### src/common/wbc_pkg.sv
// constants and carrier types of the write-back cache state keeper
// assumes one clock, core_clk at 25 MHz, and a classic wishbone master
//
// ---------------------------------------------------------------
// Notes on behaviour
// ---------------------------------------------------------------
// Notes on behaviour
// every line keeps a two-bit state beside its address tag
// states: 00 invalid, 01 exclusive, 10 modified, 11 shared
// only read misses allocate; write misses go to bus unallocated
// write hit modified/exclusive stays local; shared also goes to bus
// invalid lines hold nothing and never hit, snoops included
// a line filled under write-through is held shared
// a snoop hitting a modified line always writes it back
// snoop hit modified forces master off, line written back, master retries
// a new line first takes an invalid way of the set
// otherwise pseudo-LRU picks the victim among four ways
// a modified victim moves to the copy-back buffer, then refill
// cacheability from disable bit, no-write-through bit, enable input at burst; the code uses only the disable bit and enable input
// cache-disable bit: 0 cache on, 1 cache off
// no-write-through bit: 0 write-through and snoops on, 1 off
// hard reset sets both control bits to 1
// soft reset keeps lines and control bits; hard reset invalidates
// policy low at first burst-ready: all four words stored, line write-through
// policy high at first burst-ready: whole line write-back
// per-line policy only if policy input high at hard reset
// line state checked on every write hit and snoop hit
// every write to a write-through line also goes to the bus
// other masters show all transfers on the local bus
// write hit on exclusive stays local and makes the line modified
// page write-through attribute at fill forces the line shared
// snoop result driven two cycles after strobe, high only if modified
// modified victim waits while the copy-back buffer is still full
// hard reset invalidates every line and clears pseudo-LRU bits
// ---------------------------------------------------------------
package wbc_pkg;
   localparam int ADDR_W = 32;
   localparam int OFF_W = 4;
   localparam int IDX_W = 4;
   localparam int SETS = 16;
   localparam int WAYS = 4;
   localparam int WAY_W = 2;
   localparam int TAG_W = ADDR_W - OFF_W - IDX_W;
   localparam int LINE_W = ADDR_W - OFF_W;
   localparam int BEAT_W = 2;
   localparam logic [BEAT_W-1:0] LAST_BEAT = 2'h3;
   localparam logic [1:0] ST_INV = 2'h0;
   localparam logic [1:0] ST_EXC = 2'h1;
   localparam logic [1:0] ST_MOD = 2'h2;
   localparam logic [1:0] ST_SHR = 2'h3;
   localparam logic [2:0] PLRU_RST = 3'h0;
   localparam int WB_ADR_W = 8;
   localparam logic [WB_ADR_W-1:0] CTRL_OFF = 8'h00;
   localparam logic [WB_ADR_W-1:0] STAT_OFF = 8'h04;
   localparam int CD_BIT = 0;
   localparam int NW_BIT = 1;
   localparam logic CD_RST = 1'h1;
   localparam logic NW_RST = 1'h1;
   localparam int ST_WBMODE_BIT = 0;
   localparam int ST_CBFULL_BIT = 1;
   localparam int ST_BUSY_BIT = 2;
   localparam int ST_SNOOP_HIT_MODIFIED_OUT_BIT = 3;

   typedef struct packed {
      logic [ADDR_W-1:0] addr;
      logic write;
      logic page_wt;
   } wbc_cpu_req_t;

   typedef struct packed {
      logic hit;
      logic to_bus;
   } wbc_cpu_resp_t;

   typedef struct packed {
      logic [ADDR_W-1:0] addr;
      logic inv;
   } wbc_snoop_req_t;
endpackage

### src/wbc_state_keeper.sv
// line state, replacement and snoop logic of a four-way write-back cache
// assumes synchronous inputs on core_clk and a classic wishbone master
//
// Design decisions made here: the register offsets and the Wishbone slave port.
module wbc_state_keeper (
   input wire logic core_clk,
   input wire logic reset,
   input wire logic soft_reset_in,
   input wire logic line_policy_in,
   input wire logic cpu_req_valid,
   input wire wbc_pkg::wbc_cpu_req_t cpu_req,
   output logic cpu_ready,
   output logic cpu_done,
   output wbc_pkg::wbc_cpu_resp_t cpu_resp,
   input wire logic cache_enable_in,
   input wire logic burst_ready_in,
   output logic fill_active_out,
   output logic [wbc_pkg::LINE_W-1:0] fill_addr_out,
   output logic cb_valid_out,
   output logic [wbc_pkg::LINE_W-1:0] cb_addr_out,
   input wire logic cb_drained_in,
   input wire logic snoop_strobe_in,
   input wire wbc_pkg::wbc_snoop_req_t snoop_req,
   output logic snoop_hit_modified_out,
   output logic snoop_wback_out,
   output logic [wbc_pkg::LINE_W-1:0] snoop_wback_addr_out,
   input wire logic wb_cyc_i,
   input wire logic wb_stb_i,
   input wire logic wb_we_i,
   input wire logic [wbc_pkg::WB_ADR_W-1:0] wb_adr_i,
   input wire logic [3:0] wb_sel_i,
   input wire logic [31:0] wb_dat_i,
   output logic [31:0] wb_dat_o,
   output logic wb_ack_o
);
   // ---------------------------------------------------------------
   // storage
   // ---------------------------------------------------------------
   typedef enum logic [1:0] {S_IDLE, S_LOOKUP, S_CB_WAIT, S_FILL} wbc_fsm_t;

   logic [1:0] st_mem [wbc_pkg::SETS][wbc_pkg::WAYS];
   logic [wbc_pkg::TAG_W-1:0] tag_mem [wbc_pkg::SETS][wbc_pkg::WAYS];
   logic [2:0] plru_mem [wbc_pkg::SETS];
   wbc_fsm_t fsm_reg;
   wbc_pkg::wbc_cpu_req_t req_reg;
   wbc_pkg::wbc_cpu_resp_t resp_reg;
   logic done_reg;
   logic cd_reg, nw_reg, wb_mode_reg, strap_done_reg;
   logic [wbc_pkg::BEAT_W-1:0] beat_reg;
   logic fill_cacheable_reg, fill_excl_reg;
   logic [wbc_pkg::WAY_W-1:0] vic_way_reg;
   logic cb_valid_reg;
   logic [wbc_pkg::LINE_W-1:0] cb_addr_reg;
   logic sn1_valid_reg;
   wbc_pkg::wbc_snoop_req_t sn1_reg;
   logic snoop_hit_modified_out_reg, wback_reg;
   logic [wbc_pkg::LINE_W-1:0] wback_addr_reg;
   logic ack_reg;
   logic [31:0] rdata_reg;

   // ---------------------------------------------------------------
   // decode helpers
   // ---------------------------------------------------------------
   function automatic logic [wbc_pkg::WAY_W-1:0] first_way(
      input logic [wbc_pkg::WAYS-1:0] v);
      logic [wbc_pkg::WAY_W-1:0] w;
      w = '0;
      for (int i = wbc_pkg::WAYS - 1; i >= 0; i--) begin
         if (v[i]) begin
            w = wbc_pkg::WAY_W'(i);
         end
      end
      return w;
   endfunction

   // tree: bit0 picks the half, bit1/bit2 the way inside it
   function automatic logic [wbc_pkg::WAY_W-1:0] plru_victim(
      input logic [2:0] p);
      return p[0] ? {1'b1, p[2]} : {1'b0, p[1]};
   endfunction

   function automatic logic [2:0] plru_touch(input logic [2:0] p,
      input logic [wbc_pkg::WAY_W-1:0] w);
      logic [2:0] n;
      n = p;
      n[0] = ~w[1];
      if (w[1]) begin
         n[2] = ~w[0];
      end else begin
         n[1] = ~w[0];
      end
      return n;
   endfunction

   // ---------------------------------------------------------------
   // processor lookup
   // ---------------------------------------------------------------
   logic [wbc_pkg::IDX_W-1:0] ridx, sidx;
   logic [wbc_pkg::TAG_W-1:0] rtag, stag;
   logic [wbc_pkg::WAYS-1:0] cpu_hitv, invv, sn_hitv;
   logic cpu_hit, any_inv, vic_mod, sn_hit, sn_mod, sn_cb_hit;
   logic [wbc_pkg::WAY_W-1:0] hway, vic_way, sn_way;
   logic [1:0] hst;

   assign ridx = req_reg.addr[wbc_pkg::OFF_W +: wbc_pkg::IDX_W];
   assign rtag = req_reg.addr[wbc_pkg::ADDR_W-1 -: wbc_pkg::TAG_W];
   assign sidx = sn1_reg.addr[wbc_pkg::OFF_W +: wbc_pkg::IDX_W];
   assign stag = sn1_reg.addr[wbc_pkg::ADDR_W-1 -: wbc_pkg::TAG_W];

   generate
      for (genvar w = 0; w < wbc_pkg::WAYS; w++) begin : g_cmp
         assign invv[w] = st_mem[ridx][w] == wbc_pkg::ST_INV;
         assign cpu_hitv[w] = !invv[w] && tag_mem[ridx][w] == rtag;
         assign sn_hitv[w] = st_mem[sidx][w] != wbc_pkg::ST_INV
            && tag_mem[sidx][w] == stag;
      end
   endgenerate

   assign cpu_hit = |cpu_hitv;
   assign hway = first_way(cpu_hitv);
   assign hst = st_mem[ridx][hway];
   assign any_inv = |invv;
   assign vic_way = any_inv ? first_way(invv)
      : plru_victim(plru_mem[ridx]);
   assign vic_mod = st_mem[ridx][vic_way] == wbc_pkg::ST_MOD;

   logic lk_read_miss, lk_wr_excl, install, cacheable_now;
   assign lk_read_miss = fsm_reg == S_LOOKUP && !req_reg.write && !cpu_hit;
   assign lk_wr_excl = fsm_reg == S_LOOKUP && req_reg.write && cpu_hit
      && hst == wbc_pkg::ST_EXC;
   // disable bit and enable input judged at the burst itself
   assign cacheable_now = beat_reg == '0 ? !cd_reg && cache_enable_in
      : fill_cacheable_reg;
   assign install = fsm_reg == S_FILL && burst_ready_in
      && beat_reg == wbc_pkg::LAST_BEAT && cacheable_now;

   // ---------------------------------------------------------------
   // sequencer
   // ---------------------------------------------------------------
   always_ff @(posedge core_clk or posedge reset) begin
      if (reset) begin
         fsm_reg <= S_IDLE;
         req_reg <= '0;
         beat_reg <= '0;
         vic_way_reg <= '0;
      end else if (soft_reset_in) begin
         fsm_reg <= S_IDLE;
         beat_reg <= '0;
      end else begin
         case (fsm_reg)
            S_IDLE: begin
               if (cpu_req_valid) begin
                  req_reg <= cpu_req;
                  fsm_reg <= S_LOOKUP;
               end
            end
            S_LOOKUP: begin
               vic_way_reg <= vic_way;
               if (req_reg.write || cpu_hit) begin
                  fsm_reg <= S_IDLE;
               end else if (vic_mod && !any_inv && cb_valid_reg) begin
                  fsm_reg <= S_CB_WAIT;
               end else begin
                  fsm_reg <= S_FILL;
               end
            end
            S_CB_WAIT: begin
               if (!cb_valid_reg) begin
                  fsm_reg <= S_FILL;
               end
            end
            S_FILL: begin
               if (burst_ready_in) begin
                  beat_reg <= beat_reg + 1'b1;
                  if (beat_reg == wbc_pkg::LAST_BEAT) begin
                     fsm_reg <= S_IDLE;
                  end
               end
            end
            default: fsm_reg <= S_IDLE;
         endcase
      end
   end

   // first burst-ready fixes cacheability and line policy
   always_ff @(posedge core_clk or posedge reset) begin
      if (reset) begin
         fill_cacheable_reg <= 1'b0;
         fill_excl_reg <= 1'b0;
      end else if (fsm_reg == S_FILL && burst_ready_in && beat_reg == '0) begin
         fill_cacheable_reg <= !cd_reg && cache_enable_in;
         // write-through, page attribute or wt strap all give shared
         fill_excl_reg <= wb_mode_reg && line_policy_in
            && !req_reg.page_wt;
      end
   end

   // answer to the processor
   always_ff @(posedge core_clk or posedge reset) begin
      if (reset) begin
         done_reg <= 1'b0;
         resp_reg <= '0;
      end else begin
         done_reg <= 1'b0;
         if (fsm_reg == S_LOOKUP && (req_reg.write || cpu_hit)) begin
            done_reg <= 1'b1;
            resp_reg.hit <= cpu_hit;
            // write miss bypasses; shared means write-through
            resp_reg.to_bus <= req_reg.write && (!cpu_hit
               || (hst == wbc_pkg::ST_SHR && !nw_reg));
         end else if (fsm_reg == S_FILL && burst_ready_in
            && beat_reg == wbc_pkg::LAST_BEAT) begin
            done_reg <= 1'b1;
            resp_reg.hit <= 1'b0;
            resp_reg.to_bus <= 1'b1;
         end
      end
   end

   // ---------------------------------------------------------------
   // line state, tags and replacement bits
   // ---------------------------------------------------------------
   logic sn_upd;
   logic [1:0] sn_new;
   assign sn_upd = sn1_valid_reg && sn_hit && (sn1_reg.inv || sn_mod);
   assign sn_new = sn1_reg.inv ? wbc_pkg::ST_INV : wbc_pkg::ST_SHR;

   always_ff @(posedge core_clk or posedge reset) begin
      if (reset) begin
         for (int s = 0; s < wbc_pkg::SETS; s++) begin
            plru_mem[s] <= wbc_pkg::PLRU_RST;
            for (int w = 0; w < wbc_pkg::WAYS; w++) begin
               st_mem[s][w] <= wbc_pkg::ST_INV;
            end
         end
      end else begin
         if (lk_wr_excl) begin
            st_mem[ridx][hway] <= wbc_pkg::ST_MOD;
         end
         if (fsm_reg == S_LOOKUP && cpu_hit) begin
            plru_mem[ridx] <= plru_touch(plru_mem[ridx], hway);
         end
         if (install) begin
            st_mem[ridx][vic_way_reg] <= fill_excl_reg ? wbc_pkg::ST_EXC
               : wbc_pkg::ST_SHR;
            plru_mem[ridx] <= plru_touch(plru_mem[ridx], vic_way_reg);
         end
         // snoop update is last so it wins over a local change
         if (sn_upd) begin
            st_mem[sidx][sn_way] <= sn_new;
         end
      end
   end

   always_ff @(posedge core_clk) begin
      if (install) begin
         tag_mem[ridx][vic_way_reg] <= rtag;
      end
   end

   // ---------------------------------------------------------------
   // copy-back buffer
   // ---------------------------------------------------------------
   logic cb_push;
   assign cb_push = install
      && st_mem[ridx][vic_way_reg] == wbc_pkg::ST_MOD;

   always_ff @(posedge core_clk or posedge reset) begin
      if (reset) begin
         cb_valid_reg <= 1'b0;
         cb_addr_reg <= '0;
      end else begin
         // push is last so a same-cycle drain cannot lose it
         if (cb_drained_in || (sn1_valid_reg && sn_cb_hit)) begin
            cb_valid_reg <= 1'b0;
         end
         if (cb_push) begin
            cb_valid_reg <= 1'b1;
            cb_addr_reg <= {tag_mem[ridx][vic_way_reg], ridx};
         end
      end
   end

   // ---------------------------------------------------------------
   // snoop pipe: strobe edge, compare edge, result
   // ---------------------------------------------------------------
   assign sn_hit = |sn_hitv;
   assign sn_way = first_way(sn_hitv);
   assign sn_mod = sn_hit && st_mem[sidx][sn_way] == wbc_pkg::ST_MOD;
   assign sn_cb_hit = cb_valid_reg
      && cb_addr_reg == sn1_reg.addr[wbc_pkg::ADDR_W-1:wbc_pkg::OFF_W];

   always_ff @(posedge core_clk or posedge reset) begin
      if (reset) begin
         sn1_valid_reg <= 1'b0;
         sn1_reg <= '0;
         snoop_hit_modified_out_reg <= 1'b0;
         wback_reg <= 1'b0;
         wback_addr_reg <= '0;
      end else begin
         sn1_valid_reg <= snoop_strobe_in && !nw_reg;
         if (snoop_strobe_in) begin
            sn1_reg <= snoop_req;
         end
         snoop_hit_modified_out_reg <= sn1_valid_reg && (sn_mod || sn_cb_hit);
         wback_reg <= sn1_valid_reg && (sn_mod || sn_cb_hit);
         if (sn1_valid_reg) begin
            wback_addr_reg <= sn1_reg.addr[wbc_pkg::ADDR_W-1:wbc_pkg::OFF_W];
         end
      end
   end

   // ---------------------------------------------------------------
   // control bits, strap and wishbone slave
   // ---------------------------------------------------------------
   logic wb_hit;
   assign wb_hit = wb_cyc_i && wb_stb_i;

   // strap is caught on the first edge after release, not in reset
   always_ff @(posedge core_clk or posedge reset) begin
      if (reset) begin
         wb_mode_reg <= 1'b0;
         strap_done_reg <= 1'b0;
      end else if (!strap_done_reg) begin
         wb_mode_reg <= line_policy_in;
         strap_done_reg <= 1'b1;
      end
   end

   // soft reset is deliberately absent here
   always_ff @(posedge core_clk or posedge reset) begin
      if (reset) begin
         cd_reg <= wbc_pkg::CD_RST;
         nw_reg <= wbc_pkg::NW_RST;
      end else if (wb_hit && ack_reg && wb_we_i && wb_sel_i[0]
         && wb_adr_i == wbc_pkg::CTRL_OFF) begin
         cd_reg <= wb_dat_i[wbc_pkg::CD_BIT];
         nw_reg <= wb_dat_i[wbc_pkg::NW_BIT];
      end
   end

   always_ff @(posedge core_clk or posedge reset) begin
      if (reset) begin
         ack_reg <= 1'b0;
         rdata_reg <= '0;
      end else begin
         ack_reg <= wb_hit && !ack_reg;
         rdata_reg <= '0;
         if (wb_adr_i == wbc_pkg::CTRL_OFF) begin
            rdata_reg[wbc_pkg::CD_BIT] <= cd_reg;
            rdata_reg[wbc_pkg::NW_BIT] <= nw_reg;
         end else if (wb_adr_i == wbc_pkg::STAT_OFF) begin
            rdata_reg[wbc_pkg::ST_WBMODE_BIT] <= wb_mode_reg;
            rdata_reg[wbc_pkg::ST_CBFULL_BIT] <= cb_valid_reg;
            rdata_reg[wbc_pkg::ST_BUSY_BIT] <= fsm_reg != S_IDLE;
            rdata_reg[wbc_pkg::ST_SNOOP_HIT_MODIFIED_OUT_BIT] <= snoop_hit_modified_out_reg;
         end
      end
   end

   assign wb_ack_o = ack_reg;
   assign wb_dat_o = rdata_reg;
   assign cpu_ready = fsm_reg == S_IDLE && !soft_reset_in;
   assign cpu_done = done_reg;
   assign cpu_resp = resp_reg;
   assign fill_active_out = fsm_reg == S_FILL;
   assign fill_addr_out = req_reg.addr[wbc_pkg::ADDR_W-1:wbc_pkg::OFF_W];
   assign cb_valid_out = cb_valid_reg;
   assign cb_addr_out = cb_addr_reg;
   assign snoop_hit_modified_out = snoop_hit_modified_out_reg;
   assign snoop_wback_out = wback_reg;
   assign snoop_wback_addr_out = wback_addr_reg;
endmodule

### config.mk
export PLATFORM = sky130hd
export DESIGN_NAME = wbc_state_keeper
export DESIGN_NICKNAME = d
export VERILOG_FILES = /design/src/common/wbc_pkg.sv /design/src/wbc_state_keeper.sv
export SDC_FILE = /design/constraint.sdc
export NUM_CORES = 2
export LEC_CHECK = 0
export BUFFER_PORTS_ARGS = -buffer_cell sky130_fd_sc_hd__buf_2
export CORE_MARGIN = 1.5
export CORE_UTILIZATION = 50
export CTS_CLUSTER_DIAMETER = 200
export CTS_CLUSTER_SIZE = 28
export DETAILED_ROUTE_END_ITERATION = 10
export PLACE_DENSITY = 0.66
export SYNTH_ARGS = -nofsm -noshare
export SYNTH_HDL_FRONTEND = slang
export SYNTH_SLANG_ARGS = --single-unit
export TNS_END_PERCENT = 30
### constraint.sdc
create_clock -name core_clk -period 19.5 [get_ports core_clk]
set_input_delay 0.975 -clock core_clk [delete_from_list [all_inputs] [get_ports core_clk]]
set_output_delay 0.975 -clock core_clk [all_outputs]
set_load 0.005 [all_outputs]
==> flow_metrics.env <==
export IMPL_io_pins=248
export IMPL_violations="capacitance limit, slew limit"
export IMPL_ys_seq_area_share_pct=55.8
export IMPL_hold_ws_ns=0.214
export IMPL_yosysTopAreaCell="edfxtp_1"
export IMPL_postCtsResizedCells=0
export IMPL_period_needed_ns=8.32
export IMPL_cts_buffers=76
export IMPL_path_max_fanout=59
export IMPL_setup_viol=0
export IMPL_cp_common_cell="buf_4"
export IMPL_pwr_share_seq_pct=43.8
export IMPL_avgViaCountPerCell=7.46
export IMPL_synth_top_family_by_area="multiplexers"
export IMPL_period_share_pct=42.7
export IMPL_finalSetupTns_ns=0
export IMPL_worstMarginPinSlew_ns=1.61
export IMPL_syn_instance_count=6322
export IMPL_final_cell_mix="edfxtp_1 (1536), mux4_2 (688), mux2i_1 (663)"
export IMPL_worstRegToRegCells=15
export IMPL_h_tree_depth=3
export IMPL_pwr_share_comb_pct=37.5
export IMPL_antenna_found_initial=32
export IMPL_dp_cells=8770
export IMPL_post_cts_buffers=0
export IMPL_largest_registers="tag_mem (1536), st_mem (128), plru_mem (48)"
export IMPL_finalHoldViolCount=0
export IMPL_worst_r2r_endpoint="st_mem[41]"
export IMPL_layout_commonest_cell="edfxtp_1"
export IMPL_synthArstFlopShare_pct=17.0
export IMPL_cp_end_kind="flop"
export IMPL_holdBufCountCts=0
export IMPL_die_h_um=443
export IMPL_wl_um=385000
export IMPL_fp_dieArea_sq_um=196000
export IMPL_worst_path_largest_cell_delay_ns=0.90
export IMPL_avgSynthCellArea_sq_um=15.3
export IMPL_gp_congestion=1.04
export IMPL_outcome="finished with violations"
export IMPL_worstSetupStartpointType="flop"
export IMPL_largest_reg_flops=1536
export IMPL_hp_class="in -> async"
export IMPL_netlist_area_leader_share_pct=47.7
export IMPL_cp_data_arrival_time_ns=8.99
export IMPL_postPlaceCellArea_sq_um=100000
export IMPL_rrSetupSlack_ns=11.18
export IMPL_cts_buffer_depth=3
export IMPL_clockPowerShare_pct=18.7
export IMPL_synth_flop_cell="edfxtp_1"
export IMPL_grt_first_pass_wirelength_um=521000
export IMPL_grt_max_degree=107
export IMPL_instances_no_fill=8928
export IMPL_switching_share_pct=39.1
export IMPL_ir_worst_vdd_mv=0.101
export IMPL_synthXorXnorAreaFrac_pct=2.16
export IMPL_yosys_register_bits=1850
export IMPL_area_growth_pct=5.93
export IMPL_fmax_mhz=120
export IMPL_top_register="tag_mem"
export IMPL_powerDensity_nw_per_um2=108
export IMPL_finalNetCount=6447
export IMPL_drt_iter0_markers=12400
export IMPL_slew_headroom_pct=-8.62
export IMPL_vias=66600
export IMPL_synth_simple_area_share_pct=4.98
export IMPL_grt_usage_pct=38.7
export IMPL_row_count=161
export IMPL_fin_skew_ns=0.0733
export IMPL_synth_edf_count=1536
export IMPL_cts_tree="built"
export IMPL_root_buffer="clkbuf_16"
export IMPL_rsz0062_at_grt="no"
export IMPL_path_buf_inv=4
export IMPL_synth_fa_ha_area_share_pct=0.0259
export IMPL_r2r_start="fill_addr_out[1]"
export IMPL_synth_area_mux_share_pct=26.0
export IMPL_core_area_sq_um=192000
export IMPL_leakage_nw=34.0
export IMPL_post_route_cells_drive_above_1_share_pct=25.3
export IMPL_crit_type="reg -> reg"
export IMPL_numPortBuffers=178
export IMPL_synth_area_top_cells="edfxtp_1 (48%), mux4_2 (16%), dfrtp_1 (8.1%)"
export IMPL_ys_types=115
export IMPL_clk_pin_slew_ns=0.13
export IMPL_p_sw_mw=4.31
export IMPL_critical_path_slowest_cell="or3_1"
export IMPL_clock_latency_ns=0.82
export IMPL_crit_chain="buf_12 -> buf_4 -> buf_4 -> buf_4 -> mux4_2 -> mux2i_1 -> xnor2_1 -> and3_1 -> a31o_2 -> nor3b_1 -> and3_1 -> or3_1 -> or3_1 -> o21ai_0 -> o2bb2ai_1"
export IMPL_initial_core_util_pct=50.3
export IMPL_synth_compound_area_share_pct=7.23
export IMPL_maxCapViolCount=1
export IMPL_fin_area_sq_um=102000
export IMPL_n_fill_cell=15300
export IMPL_netlist_area_sq_um=96700
export IMPL_synth_warnings=0
export IMPL_final_max_slew_viol_count=2
export IMPL_overflow=0
export IMPL_grt_pass1_vias=62600
export IMPL_ant_nets=0
export IMPL_drt_pass1_iter_count=8
export IMPL_die_w_um=443
export IMPL_wl_per_cell_um=43.1
export IMPL_path_delay_family="simple AND/OR/NAND/NOR gates"
export IMPL_cts_sinks=1850
export IMPL_worstPathRequired_ns=20.18
export IMPL_p_int_mw=6.73
export IMPL_drc_errors=0
export IMPL_hpwl_um=254000
[how the worst max path moves through the flow]
stage / slack [ns] / startpoint / endpoint / depth (start not counted)
floorplan: 9.84 / reset / beat_reg[0] / 1
global placement: 11.48 / sidx[1] / st_mem[123] / 15
detailed placement: 11.41 / sidx[1] / st_mem[115] / 15
CTS: 11.41 / sidx[1] / st_mem[115] / 15
global route: 10.89 / sidx[1] / st_mem[1] / 15
finish: 11.18 / fill_addr_out[1] / st_mem[41] / 15
[cell usage after synthesis (all sizes together), types with 32 or more instances]
cell type	number
a21oi	187
a221oi	32
a22o	39
a22oi	172
buf	398
clkbuf	139
dfrtp	312
edfxtp	1536
inv	39
mux2	242
mux2i	664
mux4	700
nand2	333
nand3	86
nand4	33
nor2	268
nor3	67
o21ai	208
o22ai	126
xnor2	182
xor2	57
[power by group through the flow]
stage               clock network (mW)  registers [mW]  logic, mW
finish                            2.06            4.84       4.15
global route                      2.19            4.84       4.16
CTS                               2.06            4.83       3.95
detailed placement                   0            4.92       3.94
global placement                     0            4.91       3.91
floorplan                            0            4.88       2.35
[cell type report]
class,count,area (sq um),share of cell area [%]
multi-input cells,3912,39800,38.9
clock buffers,136,2190,2.14
diodes,17,42.5,0.0415
flip-flops and latches,1850,54100,52.8
repair buffers,434,2890,2.82
clock inverters,5,80.1,0.0782
inverters,48,199,0.194
well taps,2526,3160,3.08
[cell families after synthesis]
family / Yosys count
flip-flops: 1850
multiplexers: 1606
AO/OA/AOI/OAI: 1025
AND/OR/NAND/NOR: 1011
buffers and inverters: 587
XOR/XNOR: 239
adder cells (fa/ha/maj): 2
other: 2
[per-layer routing]
layer  wire length [um]  track usage [%]  vias to the layer above
met5                247            0.464                        -
met4              33100             27.3                       20
met3              54300             12.5                     1203
met2             162000             54.4                     5437
met1             135000             50.6                    34600
li1                   -                -                    25400
[metrics by stage]
step | setup WS [ns] | util (%) | total power [mW]
floorplan | 9.84 | - | 7.23
finish | 11.18 | 53.3 | 11.0
CTS | 11.41 | 53.2 | 10.8
global route | 10.89 | 53.2 | 11.2
detailed placement | 11.41 | 52.1 | 8.86
global placement | 11.48 | 52.1 | 8.82
(Power assumes the default switching activity.)
